$ cat src/bas_map.svh
// register offsets, field positions, widths and reset values of the address scrambler
`ifndef BAS_MAP_SVH
`define BAS_MAP_SVH
// ----------------------------------------------------------------------------
// segment widths
// ----------------------------------------------------------------------------
`define BAS_CW        7
`define BAS_RW        8
`define BAS_BW        2
`define BAS_AW        17
`define BAS_NBANK     4
// counter bit positions: bank on top, then row, then column
`define BAS_COL_LSB   0
`define BAS_ROW_LSB   7
`define BAS_BANK_LSB  15
// ----------------------------------------------------------------------------
// apb byte offsets
// ----------------------------------------------------------------------------
`define BAS_OFF_CTRL  12'h000
`define BAS_OFF_STAT  12'h004
`define BAS_OFF_COLR  12'h008
`define BAS_OFF_BANKR 12'h00c
`define BAS_OFF_ROWLO 12'h010
`define BAS_OFF_ROWHI 12'h014
`define BAS_OFF_CNT   12'h018
`define BAS_OFF_PLACE 12'h040
`define BAS_OFF_SCR   12'h0c0
// ----------------------------------------------------------------------------
// control bit positions
// ----------------------------------------------------------------------------
`define BAS_C_START   0
`define BAS_C_SEG     1
`define BAS_C_MUX     2
`define BAS_C_SPORT   3
`define BAS_C_RPAD    4
`define BAS_C_CPAD    5
`define BAS_C_ABORT   6
// ----------------------------------------------------------------------------
// reset values
// ----------------------------------------------------------------------------
`define BAS_RST_CTRL  6'h01
`define BAS_RST_COLHI 7'h7f
`define BAS_RST_BKHI  2'h3
`define BAS_RST_ROWHI 8'hff
`endif

$ cat src/bas_pkg.sv
// shared types of the address scrambler
package bas_pkg;
  // sequencer states, gray along idle -> run -> done
  typedef enum logic [1:0] {
    BAS_IDLE = 2'b00,
    BAS_RUN  = 2'b01,
    BAS_DONE = 2'b11
  } bas_state_e;
  // boolean operators of a scramble function
  typedef enum logic [2:0] {
    BAS_AND = 3'h0, BAS_NAND = 3'h1, BAS_XOR = 3'h2, BAS_XNOR = 3'h3,
    BAS_OR  = 3'h4, BAS_NOR  = 3'h5, BAS_PASS = 3'h6
  } bas_op_e;
  // one pin scramble function: ((a op1 b) op2 c) with precedence applied
  typedef struct packed {
    logic       c_inv;
    logic [4:0] c_sel;
    logic       b_inv;
    logic [4:0] b_sel;
    logic       a_inv;
    logic [4:0] a_sel;
    bas_op_e    op2;
    bas_op_e    op1;
    logic       en;
  } bas_scr_s;
  // placement of one port bit: counter bit index, or mux slot
  typedef struct packed {
    logic       mux;
    logic [4:0] src;
  } bas_place_s;
  // memory address bundle
  typedef struct packed {
    logic [16:0] addr;
    logic        valid;
    logic        row_phase;
  } bas_mem_s;
endpackage : bas_pkg

$ cat src/bas_address_scrambler.sv
// segmented address sequencer with port placement and pin scrambling
//
// The APB register port and the register addresses are this design's own decisions.
`timescale 1ns/10ps
`include "bas_map.svh"

module bas_address_scrambler (
  // clock and reset
  input  wire logic                 i_clk,
  input  wire logic                 i_rst,
  // apb slave
  input  wire logic                 i_psel,
  input  wire logic                 i_penable,
  input  wire logic                 i_pwrite,
  input  wire logic [11:0]          i_paddr,
  input  wire logic [31:0]          i_pwdata,
  output logic                      o_pready,
  output logic      [31:0]          o_prdata,
  output logic                      o_pslverr,
  // advance pulse from the test controller
  input  wire logic                 i_adv,
  // memory address port
  output bas_pkg::bas_mem_s         o_mem
);
  import bas_pkg::*;

  // ----------------------------------------------------------------------------
  // functions
  // ----------------------------------------------------------------------------
  // two-input operator
  function automatic logic op_f(input bas_op_e op, input logic x, input logic y);
    case (op)
      BAS_AND:  op_f = x & y;
      BAS_NAND: op_f = ~(x & y);
      BAS_XOR:  op_f = x ^ y;
      BAS_XNOR: op_f = ~(x ^ y);
      BAS_OR:   op_f = x | y;
      BAS_NOR:  op_f = ~(x | y);
      default:  op_f = x;
    endcase
  endfunction : op_f

  // operand fetch; out of range selects read as zero, inversion is the not
  function automatic logic opnd_f(input logic [16:0] c, input logic [4:0] s, input logic inv);
    opnd_f = ((s < 5'd17) ? c[s] : 1'b0) ^ inv;
  endfunction : opnd_f

  // evaluate one pin function over the whole counter
  function automatic logic scr_f(input bas_scr_s f, input logic [16:0] c);
    logic a;
    logic b;
    logic d;
    a = opnd_f(c, f.a_sel, f.a_inv);
    b = opnd_f(c, f.b_sel, f.b_inv);
    d = opnd_f(c, f.c_sel, f.c_inv);
    if (f.op1 == BAS_PASS) begin
      scr_f = a;
    end else if (f.op2 == BAS_PASS) begin
      scr_f = op_f(f.op1, a, b);
    end else if (f.op2[2:1] < f.op1[2:1]) begin
      scr_f = op_f(f.op1, a, op_f(f.op2, b, d)); // tighter op2 binds first
    end else begin
      scr_f = op_f(f.op2, op_f(f.op1, a, b), d); // left to right otherwise
    end
  endfunction : scr_f

  // ----------------------------------------------------------------------------
  // state
  // ----------------------------------------------------------------------------
  bas_state_e       st_r,    st_nxt;     // sequencer state
  logic [5:0]       ctrl_r,  ctrl_nxt;   // control bits 6:1 kept, start is a pulse
  logic [6:0]       clo_r,   clo_nxt;    // column low
  logic [6:0]       chi_r,   chi_nxt;    // column high
  logic [1:0]       blo_r,   blo_nxt;    // bank low
  logic [1:0]       bhi_r,   bhi_nxt;    // bank high
  logic [7:0]       rlo_r [4], rlo_nxt [4];    // row low per bank
  logic [7:0]       rhi_r [4], rhi_nxt [4];    // row high per bank
  bas_place_s       plc_r [17], plc_nxt [17];  // placement per port bit
  bas_scr_s         scr_r [17], scr_nxt [17];  // one slot per bit, no duplicates
  logic [16:0]      cnt_r,   cnt_nxt;    // location sequencer {bank,row,col}
  logic             ph_r,    ph_nxt;     // 1 = row phase of a multiplexed address
  logic             done_r,  done_nxt;   // sticky pass complete
  bas_mem_s         mem_r,   mem_nxt;    // registered memory outputs
  logic [31:0]      rd_r,    rd_nxt;     // read data
  logic             err_r,   err_nxt;    // unmapped access

  // ----------------------------------------------------------------------------
  // configuration checks
  // ----------------------------------------------------------------------------
  logic        cover_err;  // a port bit points nowhere
  logic        dup_err;    // one counter bit placed twice
  logic        grp_err;    // partial row/column multiplexing
  logic        port_err;   // multiplexing on a multi-port memory
  logic        unused_w;   // a counter bit feeds no pin
  logic        mux_on;     // multiplexing requested
  logic        seg_on;     // segmented counting
  logic [16:0] used;
  logic [4:0]  nmux;

  // checks run continuously so software sees them before starting
  always_comb begin
    cover_err = 1'b0;
    dup_err   = 1'b0;
    nmux      = 5'd0;
    used      = '0;
    seg_on    = ctrl_r[`BAS_C_SEG - 1];
    for (int i = 0; i < 17; i++) begin
      if (plc_r[i].mux) begin
        nmux = nmux + 5'd1;
      end else if (plc_r[i].src > 5'd16) begin
        cover_err = 1'b1;
      end
      for (int j = 0; j < i; j++) begin
        if (!plc_r[i].mux && !plc_r[j].mux && plc_r[i].src == plc_r[j].src) begin
          dup_err = 1'b1;
        end
      end
      if (scr_r[i].en && seg_on) begin
        if (scr_r[i].a_sel < 5'd17) used[scr_r[i].a_sel] = 1'b1;
        if (scr_r[i].op1 != BAS_PASS && scr_r[i].b_sel < 5'd17) used[scr_r[i].b_sel] = 1'b1;
        if (scr_r[i].op2 != BAS_PASS && scr_r[i].c_sel < 5'd17) used[scr_r[i].c_sel] = 1'b1;
      end else begin
        used[i] = 1'b1;
      end
    end
    mux_on   = ctrl_r[`BAS_C_MUX - 1] && (nmux != 5'd0);
    // slots cover the whole column segment, or else no mux at all
    grp_err  = mux_on && (nmux < 5'(`BAS_CW));
    port_err = mux_on && (!ctrl_r[`BAS_C_SPORT - 1] || !seg_on);
    unused_w = ~&used;                                     // warn only
  end

  wire cfg_bad = cover_err | dup_err | grp_err | port_err;

  // ----------------------------------------------------------------------------
  // scrambling and placement
  // ----------------------------------------------------------------------------
  // physical value of every segment bit; index matches the placement index
  function automatic logic [16:0] phys_f(input logic [16:0] c);
    for (int i = 0; i < 17; i++) begin
      if (scr_r[i].en && ctrl_r[`BAS_C_SEG - 1]) begin
        phys_f[i] = scr_f(scr_r[i], c);
      end else begin
        phys_f[i] = c[i];
      end
    end
  endfunction : phys_f

  // drive the port from the physical bits
  function automatic logic [16:0] place_f(input logic [16:0] c, input logic row_ph);
    logic [16:0] p;
    logic [2:0]  k;
    p = phys_f(c);
    for (int i = 0; i < 17; i++) begin
      k = plc_r[i].src[2:0];
      if (plc_r[i].mux) begin
        // only row and column share pins, banks never do
        if (row_ph) begin
          place_f[i] = p[`BAS_ROW_LSB + k];
        end else if (k < 3'(`BAS_CW)) begin
          place_f[i] = p[`BAS_COL_LSB + k];
        end else begin
          place_f[i] = ctrl_r[`BAS_C_CPAD - 1];
        end
      end else if (plc_r[i].src < 5'd17) begin
        place_f[i] = p[plc_r[i].src];
      end else begin
        place_f[i] = 1'b0;
      end
    end
  endfunction : place_f

  // ----------------------------------------------------------------------------
  // next state
  // ----------------------------------------------------------------------------
  logic        wr;
  logic        rd;
  logic [4:0]  idx;
  logic [1:0]  bk;
  logic [7:0]  row;
  logic [6:0]  col;
  logic        last;

  // apb decode, sequencer, counter and output address
  always_comb begin
    st_nxt   = st_r;
    ctrl_nxt = ctrl_r;
    clo_nxt  = clo_r;
    chi_nxt  = chi_r;
    blo_nxt  = blo_r;
    bhi_nxt  = bhi_r;
    rlo_nxt  = rlo_r;
    rhi_nxt  = rhi_r;
    plc_nxt  = plc_r;
    scr_nxt  = scr_r;
    cnt_nxt  = cnt_r;
    ph_nxt   = ph_r;
    done_nxt = done_r;
    rd_nxt   = rd_r;
    err_nxt  = err_r;
    wr       = i_psel & i_penable & i_pwrite;
    rd       = i_psel & ~i_penable;
    idx      = 5'(i_paddr[11:2] - {2'b00, i_paddr[11:8] >= 4'h1 ? 8'h30 : 8'h10});
    bk       = cnt_r[16:15];
    row      = cnt_r[14:7];
    col      = cnt_r[6:0];
    last     = 1'b0;
    // setup phase: latch read data and the slave error for the access phase
    if (rd) begin
      rd_nxt  = 32'h0;
      err_nxt = 1'b0;
      case (i_paddr)
        `BAS_OFF_CTRL:  rd_nxt = {25'h0, 1'b0, ctrl_r};
        `BAS_OFF_STAT:  rd_nxt = {25'h0, unused_w, port_err, grp_err, dup_err,
                                  cover_err, done_r, st_r == BAS_RUN};
        `BAS_OFF_COLR:  rd_nxt = {16'h0, 1'b0, chi_r, 1'b0, clo_r};
        `BAS_OFF_BANKR: rd_nxt = {24'h0, 2'b00, bhi_r, 2'b00, blo_r};
        `BAS_OFF_ROWLO: rd_nxt = {rlo_r[3], rlo_r[2], rlo_r[1], rlo_r[0]};
        `BAS_OFF_ROWHI: rd_nxt = {rhi_r[3], rhi_r[2], rhi_r[1], rhi_r[0]};
        `BAS_OFF_CNT:   rd_nxt = {15'h0, cnt_r};
        default: begin
          if (i_paddr >= `BAS_OFF_PLACE && i_paddr < `BAS_OFF_PLACE + 12'h044) begin
            rd_nxt = {26'h0, plc_r[idx]};
          end else if (i_paddr >= `BAS_OFF_SCR && i_paddr < `BAS_OFF_SCR + 12'h044) begin
            rd_nxt = {7'h0, scr_r[idx]};
          end else begin
            err_nxt = 1'b1;                   // unmapped address answers with an error
          end
        end
      endcase
    end
    // access phase: writes land here; config is frozen while running
    if (wr && !err_r && st_r != BAS_RUN) begin
      case (i_paddr)
        `BAS_OFF_CTRL:  ctrl_nxt = i_pwdata[6:1];
        `BAS_OFF_COLR:  begin clo_nxt = i_pwdata[6:0]; chi_nxt = i_pwdata[14:8]; end
        `BAS_OFF_BANKR: begin blo_nxt = i_pwdata[1:0]; bhi_nxt = i_pwdata[5:4]; end
        `BAS_OFF_ROWLO: for (int b = 0; b < 4; b++) rlo_nxt[b] = i_pwdata[8*b +: 8];
        `BAS_OFF_ROWHI: for (int b = 0; b < 4; b++) rhi_nxt[b] = i_pwdata[8*b +: 8];
        `BAS_OFF_CNT, `BAS_OFF_STAT: ;
        default: begin
          if (i_paddr < `BAS_OFF_SCR) plc_nxt[idx] = i_pwdata[5:0];
          else scr_nxt[idx] = i_pwdata[24:0];
        end
      endcase
    end
    // sequencer
    case (st_r)
      BAS_IDLE, BAS_DONE: begin
        if (wr && !err_r && i_paddr == `BAS_OFF_CTRL && i_pwdata[`BAS_C_START] && !cfg_bad) begin
          st_nxt   = BAS_RUN;
          done_nxt = 1'b0;
          ph_nxt   = mux_on;
          // judged on the stored control, like the checks: write config first
          cnt_nxt  = seg_on ? {blo_r, rlo_r[blo_r], clo_r} : 17'h0;
        end
      end
      BAS_RUN: begin
        if (wr && i_paddr == `BAS_OFF_CTRL && i_pwdata[`BAS_C_ABORT]) begin
          st_nxt = BAS_IDLE;
        end else if (i_adv && mux_on && ph_r) begin
          ph_nxt = 1'b0;                       // row half sent, column half next
        end else if (i_adv) begin
          ph_nxt = mux_on;
          if (!seg_on) begin
            last    = &cnt_r;
            cnt_nxt = cnt_r + 17'h1;
          end else if (col < chi_r) begin      // column first
            cnt_nxt[6:0] = col + 7'h1;
          end else begin
            cnt_nxt[6:0] = clo_r;
            if (row < rhi_r[bk]) begin         // row limit of this bank
              cnt_nxt[14:7] = row + 8'h1;
            end else begin
              // carry into bank, row restarts at the new bank's low
              cnt_nxt[16:15] = (bk < bhi_r) ? bk + 2'h1 : blo_r;
              cnt_nxt[14:7]  = rlo_r[cnt_nxt[16:15]];
              last           = !(bk < bhi_r);
            end
          end
          if (last) begin
            st_nxt   = BAS_DONE;
            done_nxt = 1'b1;
          end
        end
      end
      default: st_nxt = BAS_IDLE;
    endcase
    mem_nxt.addr      = place_f(cnt_nxt, ph_nxt);     // bank on the high pins
    mem_nxt.valid     = (st_nxt == BAS_RUN);
    mem_nxt.row_phase = ph_nxt & (st_nxt == BAS_RUN);
  end

  // ----------------------------------------------------------------------------
  // registers
  // ----------------------------------------------------------------------------
  // all state updates on every edge; constants only under reset
  always_ff @(posedge i_clk or posedge i_rst) begin
    if (i_rst) begin
      st_r   <= BAS_IDLE;
      ctrl_r <= `BAS_RST_CTRL;
      clo_r  <= 7'h0;
      chi_r  <= `BAS_RST_COLHI;
      blo_r  <= 2'h0;
      bhi_r  <= `BAS_RST_BKHI;
      for (int b = 0; b < 4; b++) begin
        rlo_r[b] <= 8'h0;
        rhi_r[b] <= `BAS_RST_ROWHI;
      end
      for (int i = 0; i < 17; i++) begin
        plc_r[i] <= '{mux: 1'b0, src: 5'(i)};
        scr_r[i] <= '0;
      end
      cnt_r  <= 17'h0;
      ph_r   <= 1'b0;
      done_r <= 1'b0;
      mem_r  <= '0;
      rd_r   <= 32'h0;
      err_r  <= 1'b0;
    end else begin
      st_r   <= st_nxt;
      ctrl_r <= ctrl_nxt;
      clo_r  <= clo_nxt;
      chi_r  <= chi_nxt;
      blo_r  <= blo_nxt;
      bhi_r  <= bhi_nxt;
      rlo_r  <= rlo_nxt;
      rhi_r  <= rhi_nxt;
      plc_r  <= plc_nxt;
      scr_r  <= scr_nxt;
      cnt_r  <= cnt_nxt;
      ph_r   <= ph_nxt;
      done_r <= done_nxt;
      mem_r  <= mem_nxt;
      rd_r   <= rd_nxt;
      err_r  <= err_nxt;
    end
  end

  // ----------------------------------------------------------------------------
  // outputs
  // ----------------------------------------------------------------------------
  // zero wait states: read data was latched in the setup cycle
  assign o_pready  = 1'b1;
  assign o_prdata  = rd_r;
  assign o_pslverr = err_r & i_psel & i_penable;
  assign o_mem     = mem_r;
endmodule : bas_address_scrambler

$ cat config.mk
export PLATFORM = sky130hd
export DESIGN_NAME = bas_address_scrambler
export DESIGN_NICKNAME = d
export VERILOG_FILES = /design/src/bas_pkg.sv /design/src/bas_address_scrambler.sv
export VERILOG_INCLUDE_DIRS = /design/src /design/src/src
export SDC_FILE = /design/constraint.sdc
export NUM_CORES = 2
export LEC_CHECK = 0
export BUFFER_PORTS_ARGS = -buffer_cell sky130_fd_sc_hd__clkbuf_2
export CAP_MARGIN = 20
export CORE_ASPECT_RATIO = 1.2
export CORE_MARGIN = 4
export CORE_UTILIZATION = 30
export CTS_BUF_LIST = sky130_fd_sc_hd__clkbuf_8
export DETAILED_ROUTE_END_ITERATION = 8
export HOLD_SLACK_MARGIN = 0.02
export PLACE_DENSITY_LB_ADDON = 0.12
export SKIP_CTS_REPAIR_TIMING = 1
export SLEW_MARGIN = 20
export SYNTH_ARGS = -nofsm -noshare
export SYNTH_HDL_FRONTEND = slang
export SYNTH_SLANG_ARGS = --single-unit
$ cat constraint.sdc
create_clock -name i_clk -period 19.11 [get_ports i_clk]
set_input_delay 0.9555 -clock i_clk [delete_from_list [all_inputs] [get_ports i_clk]]
set_output_delay 0.9555 -clock i_clk [all_outputs]
set_load 0.005 [all_outputs]
==> impl_metrics.yaml <==
logic_synthesis:
  syn-mean-instance-area_um2: 8.09
  yosys_register_bits: 688
  yosysMostFrequentCell: "nand2_1"
  seq_area_frac_synth: 0.221
  synthArstFlopShare: 1.00
  yosys_warnings: 0
  ys_top_cells_by_area: "dfrtp_1 20%, mux4_2 7.2%, mux2_2 7.2%"
  synth_edf_count: 0
  synth_top_area_frac: 0.195
  synth_top_flop_cell: "dfrtp_1"
  syn_area_um2: 78500
  syn_inst: 9701
  yosys.area.top_type: "dfrtp_1"
  synth_nets: 9838
  ys_top_cells_by_count: "842 x nand2_1, 779 x clkbuf_1, 686 x nor2_1, 613 x dfrtp_1, 584 x xnor2_1"
  synth_cell_types: 137
sta:
  layout_min_cycle_time_ns: 18.33
  fmax_ghz: 0.0546
  slew_headroom: 0.0813
  finalSetupViolations: 0
  fin_hold_ws_ns: 0.172
  timing.final.hold_violations: 0
  period_share: 0.959
  slew_violations: 0
  rsz0062_at_grt: "no"
  fin_tns_setup_ns: 0
  fin_skew_ns: 0.0776
  tightest_slew_ns: 1.38
clock_tree:
  cts_tree: "yes"
  clk-insertion-delay-late_ns: 0.99
  clk_path_buf_depth: 4
  cts_buffers: 156
  ctsHtreeMaxLevel: 4
  root_buffer: "clkbuf_8"
  cts.clk_slew.worst_paths_ns: 0.07
  clock-sinks: 688
worst_setup_path:
  slowest_delay_ns: 0.66
  regToRegSetupSlack_ns: 0.78
  reg2reg_depth: 74
  crit_required_ns: 19.96
  path_delay_family: "adder cells"
  crit_path_frequent_cell: "ha_1"
  cp_max_fo: 17
  r2r_end: "o_mem[6]"
  end_kind: "flop"
  critical-path-slowest-cell: "inv_2"
  path_buf_inv: 7
  crit_type: "flop to flop"
  r2r_start: "plc_r[95]"
  startpoint_type: "flop"
  arrival_ns: 19.18
layout:
  drive_above_1_share: 0.205
  syn2layout_area_growth_pct: 11.3
  nets: 9603
detailed_routing:
  viasPerCell: 6.98
  drtIter0Drc: 13900
  drt-pass1-iter-count: 7
  routed_wl_mm: 616
  ant_nets: 0
  routedWlPerCell_um: 47.2
  drc: 0
  routed-via-count: 91200
run_status:
  status: "completed"
power:
  ir_drop_mv: 0.0585
  leakage_nw: 32.8
  p_per_area_nw_per_um2: 59.2
place:
  port_buffers: 101
  dp_hpwl_mm: 459
  gp_congestion: 1.10
floorplanning:
  die_h_um: 568
  start_util: 0.302
  row_count: 205
  dieArea_um2: 270000
  fp.dieW_um: 475
  core_area_um2: 260000
  ioPinCount: 103
global_route:
  grt_usage: 0.440
  grt_start_max_net_pins: 136
  antenna_found_initial: 106
  grt_pass1_wl_mm: 810
  overflow: 0
  grt_pass1_vias: 83700
job:
  drv_cap: 0
hold_path:
  hold_path.class: "input port to async pin"
[how the worst max path moves through the flow]
stage | slack, ns | depth (start not counted) | from | end
2_1_floorplan | 2.87 | 82 | plc_r[95] | o_mem[12]
3_3_place_gp | 0.61 | 74 | plc_r[101] | o_mem[18]
3_5_place_dp | 0.65 | 73 | plc_r[95] | o_mem[17]
4_1_cts | 0.52 | 74 | plc_r[95] | o_mem[17]
5_1_grt | 0.01 | 72 | plc_r[95] | o_mem[15]
6_report | 0.78 | 74 | plc_r[95] | o_mem[6]
[power by group]
group / leakage (nW) / internal, W / switching (W)
logic: 22.5 / 0.000487 / 0.00103
clock network: 1.78 / 0.00104 / 0.000873
registers: 8.50 / 0.00152 / 0.000229
[final cells by class]
type / instances / area [um^2]
diodes: 80 / 200
clock buffers: 185 / 2550
clock inverters: 78 / 691
fillers: 27500 / 173000
inverters: 303 / 1150
multi-input cells: 7686 / 56600
flip-flops and latches: 688 / 17300
well taps: 3415 / 4270
repair buffers: 631 / 4640
[cells by family (layout without fill, tap and decap cells)]
family | Yosys count | in the layout | share of synthesized area
other | 1 | 81 | 0.0000478
xor gates and xnor gates | 802 | 802 | 0.0926
buffers and inverters | 1327 | 1197 | 0.0662
DFF | 688 | 688 | 0.221
adders and majority gates | 100 | 100 | 0.0155
muxes | 869 | 869 | 0.159
and+or+nand+nor | 3483 | 3483 | 0.227
AOI/OAI and AO/OA | 2431 | 2431 | 0.219
[cells in the final DEF (no fill, tap or decap), types with 51 or more instances in the layout]
master / netlist / final
o31ai_1: 53 / 51
nand4_1: 229 / 229
o221ai_1: 56 / 55
a21oi_1: 395 / 387
buf_4: 12 / 523
mux4_2: 251 / 251
nor3_1: 329 / 320
dfrtp_1: 613 / 607
nor4_1: 293 / 282
nor2_1: 686 / 663
mux2i_1: 118 / 118
a221oi_1: 83 / 80
and2_1: 67 / 67
o2111ai_1: 51 / 51
a31oi_1: 172 / 167
clkbuf_8: 0 / 185
ha_1: 87 / 87
xnor2_1: 584 / 581
nor2b_1: 130 / 127
nand2_1: 842 / 838
o22ai_1: 135 / 135
o211ai_1: 85 / 85
inv_1: 270 / 303
and3_1: 97 / 95
nor3b_1: 66 / 65
or3_1: 70 / 70
clkbuf_2: 1 / 78
xor2_1: 197 / 195
a22oi_1: 103 / 102
o21ai_0: 443 / 438
nand3_1: 288 / 287
a211oi_1: 101 / 98
dfstp_2: 75 / 75
diode_2: 0 / 80
a22o_1: 52 / 52
nand3b_1: 53 / 53
mux2_2: 499 / 499
nand2b_1: 101 / 101
[worst register-to-register path, delay by kind of cell (launching register included)]
kind,cells,cell delay (ns)
flops,1,0.40
simple gates,22,4.37
mux,8,2.52
buf+inv,7,1.63
xor+xnor,1,0.18
fa+ha+maj,16,4.74
compound gates,20,4.38
[state kept, by name (all words and copies together), names as in the netlist, 2 cells and up]
register and flops:
scr_r 425, plc_r 102, o_prdata 32, rhi_r 32, rlo_r 32, o_mem 19
cnt_r 17, chi_r 7, clo_r 7, ctrl_r 6, bhi_r 2, blo_r 2
st_r 2
[per-stage QoR]
| stage | setup slack [ns] | total power (W) | util | instance area (um^2) | instances |
|---|---|---|---|---|---|
| CTS | 0.523 | 0.00514 | 0.334 | 86900 | 13000 |
| finish | 0.784 | 0.00518 | 0.336 | 87400 | 13100 |
| global route | 0.00987 | 0.00532 | 0.335 | 87200 | 13000 |
| global placement | 0.605 | 0.00321 | 0.321 | 83600 | 12700 |
| detailed placement | 0.647 | 0.00321 | 0.322 | 83600 | 12700 |
| floorplan | 2.87 | 0.00252 | - | 78500 | 9701 |
[metal layers]
metal | vias up | track usage | wire length (um)
met4 | 34 | 0.371 | 66800
met1 | 46400 | 0.522 | 228000
met2 | 6621 | 0.662 | 264000
met5 | - | 0.00450 | 375
met3 | 1951 | 0.113 | 57300
li1 | 36200 | - | -
Note: power is estimated with default switching activity, not from simulation.
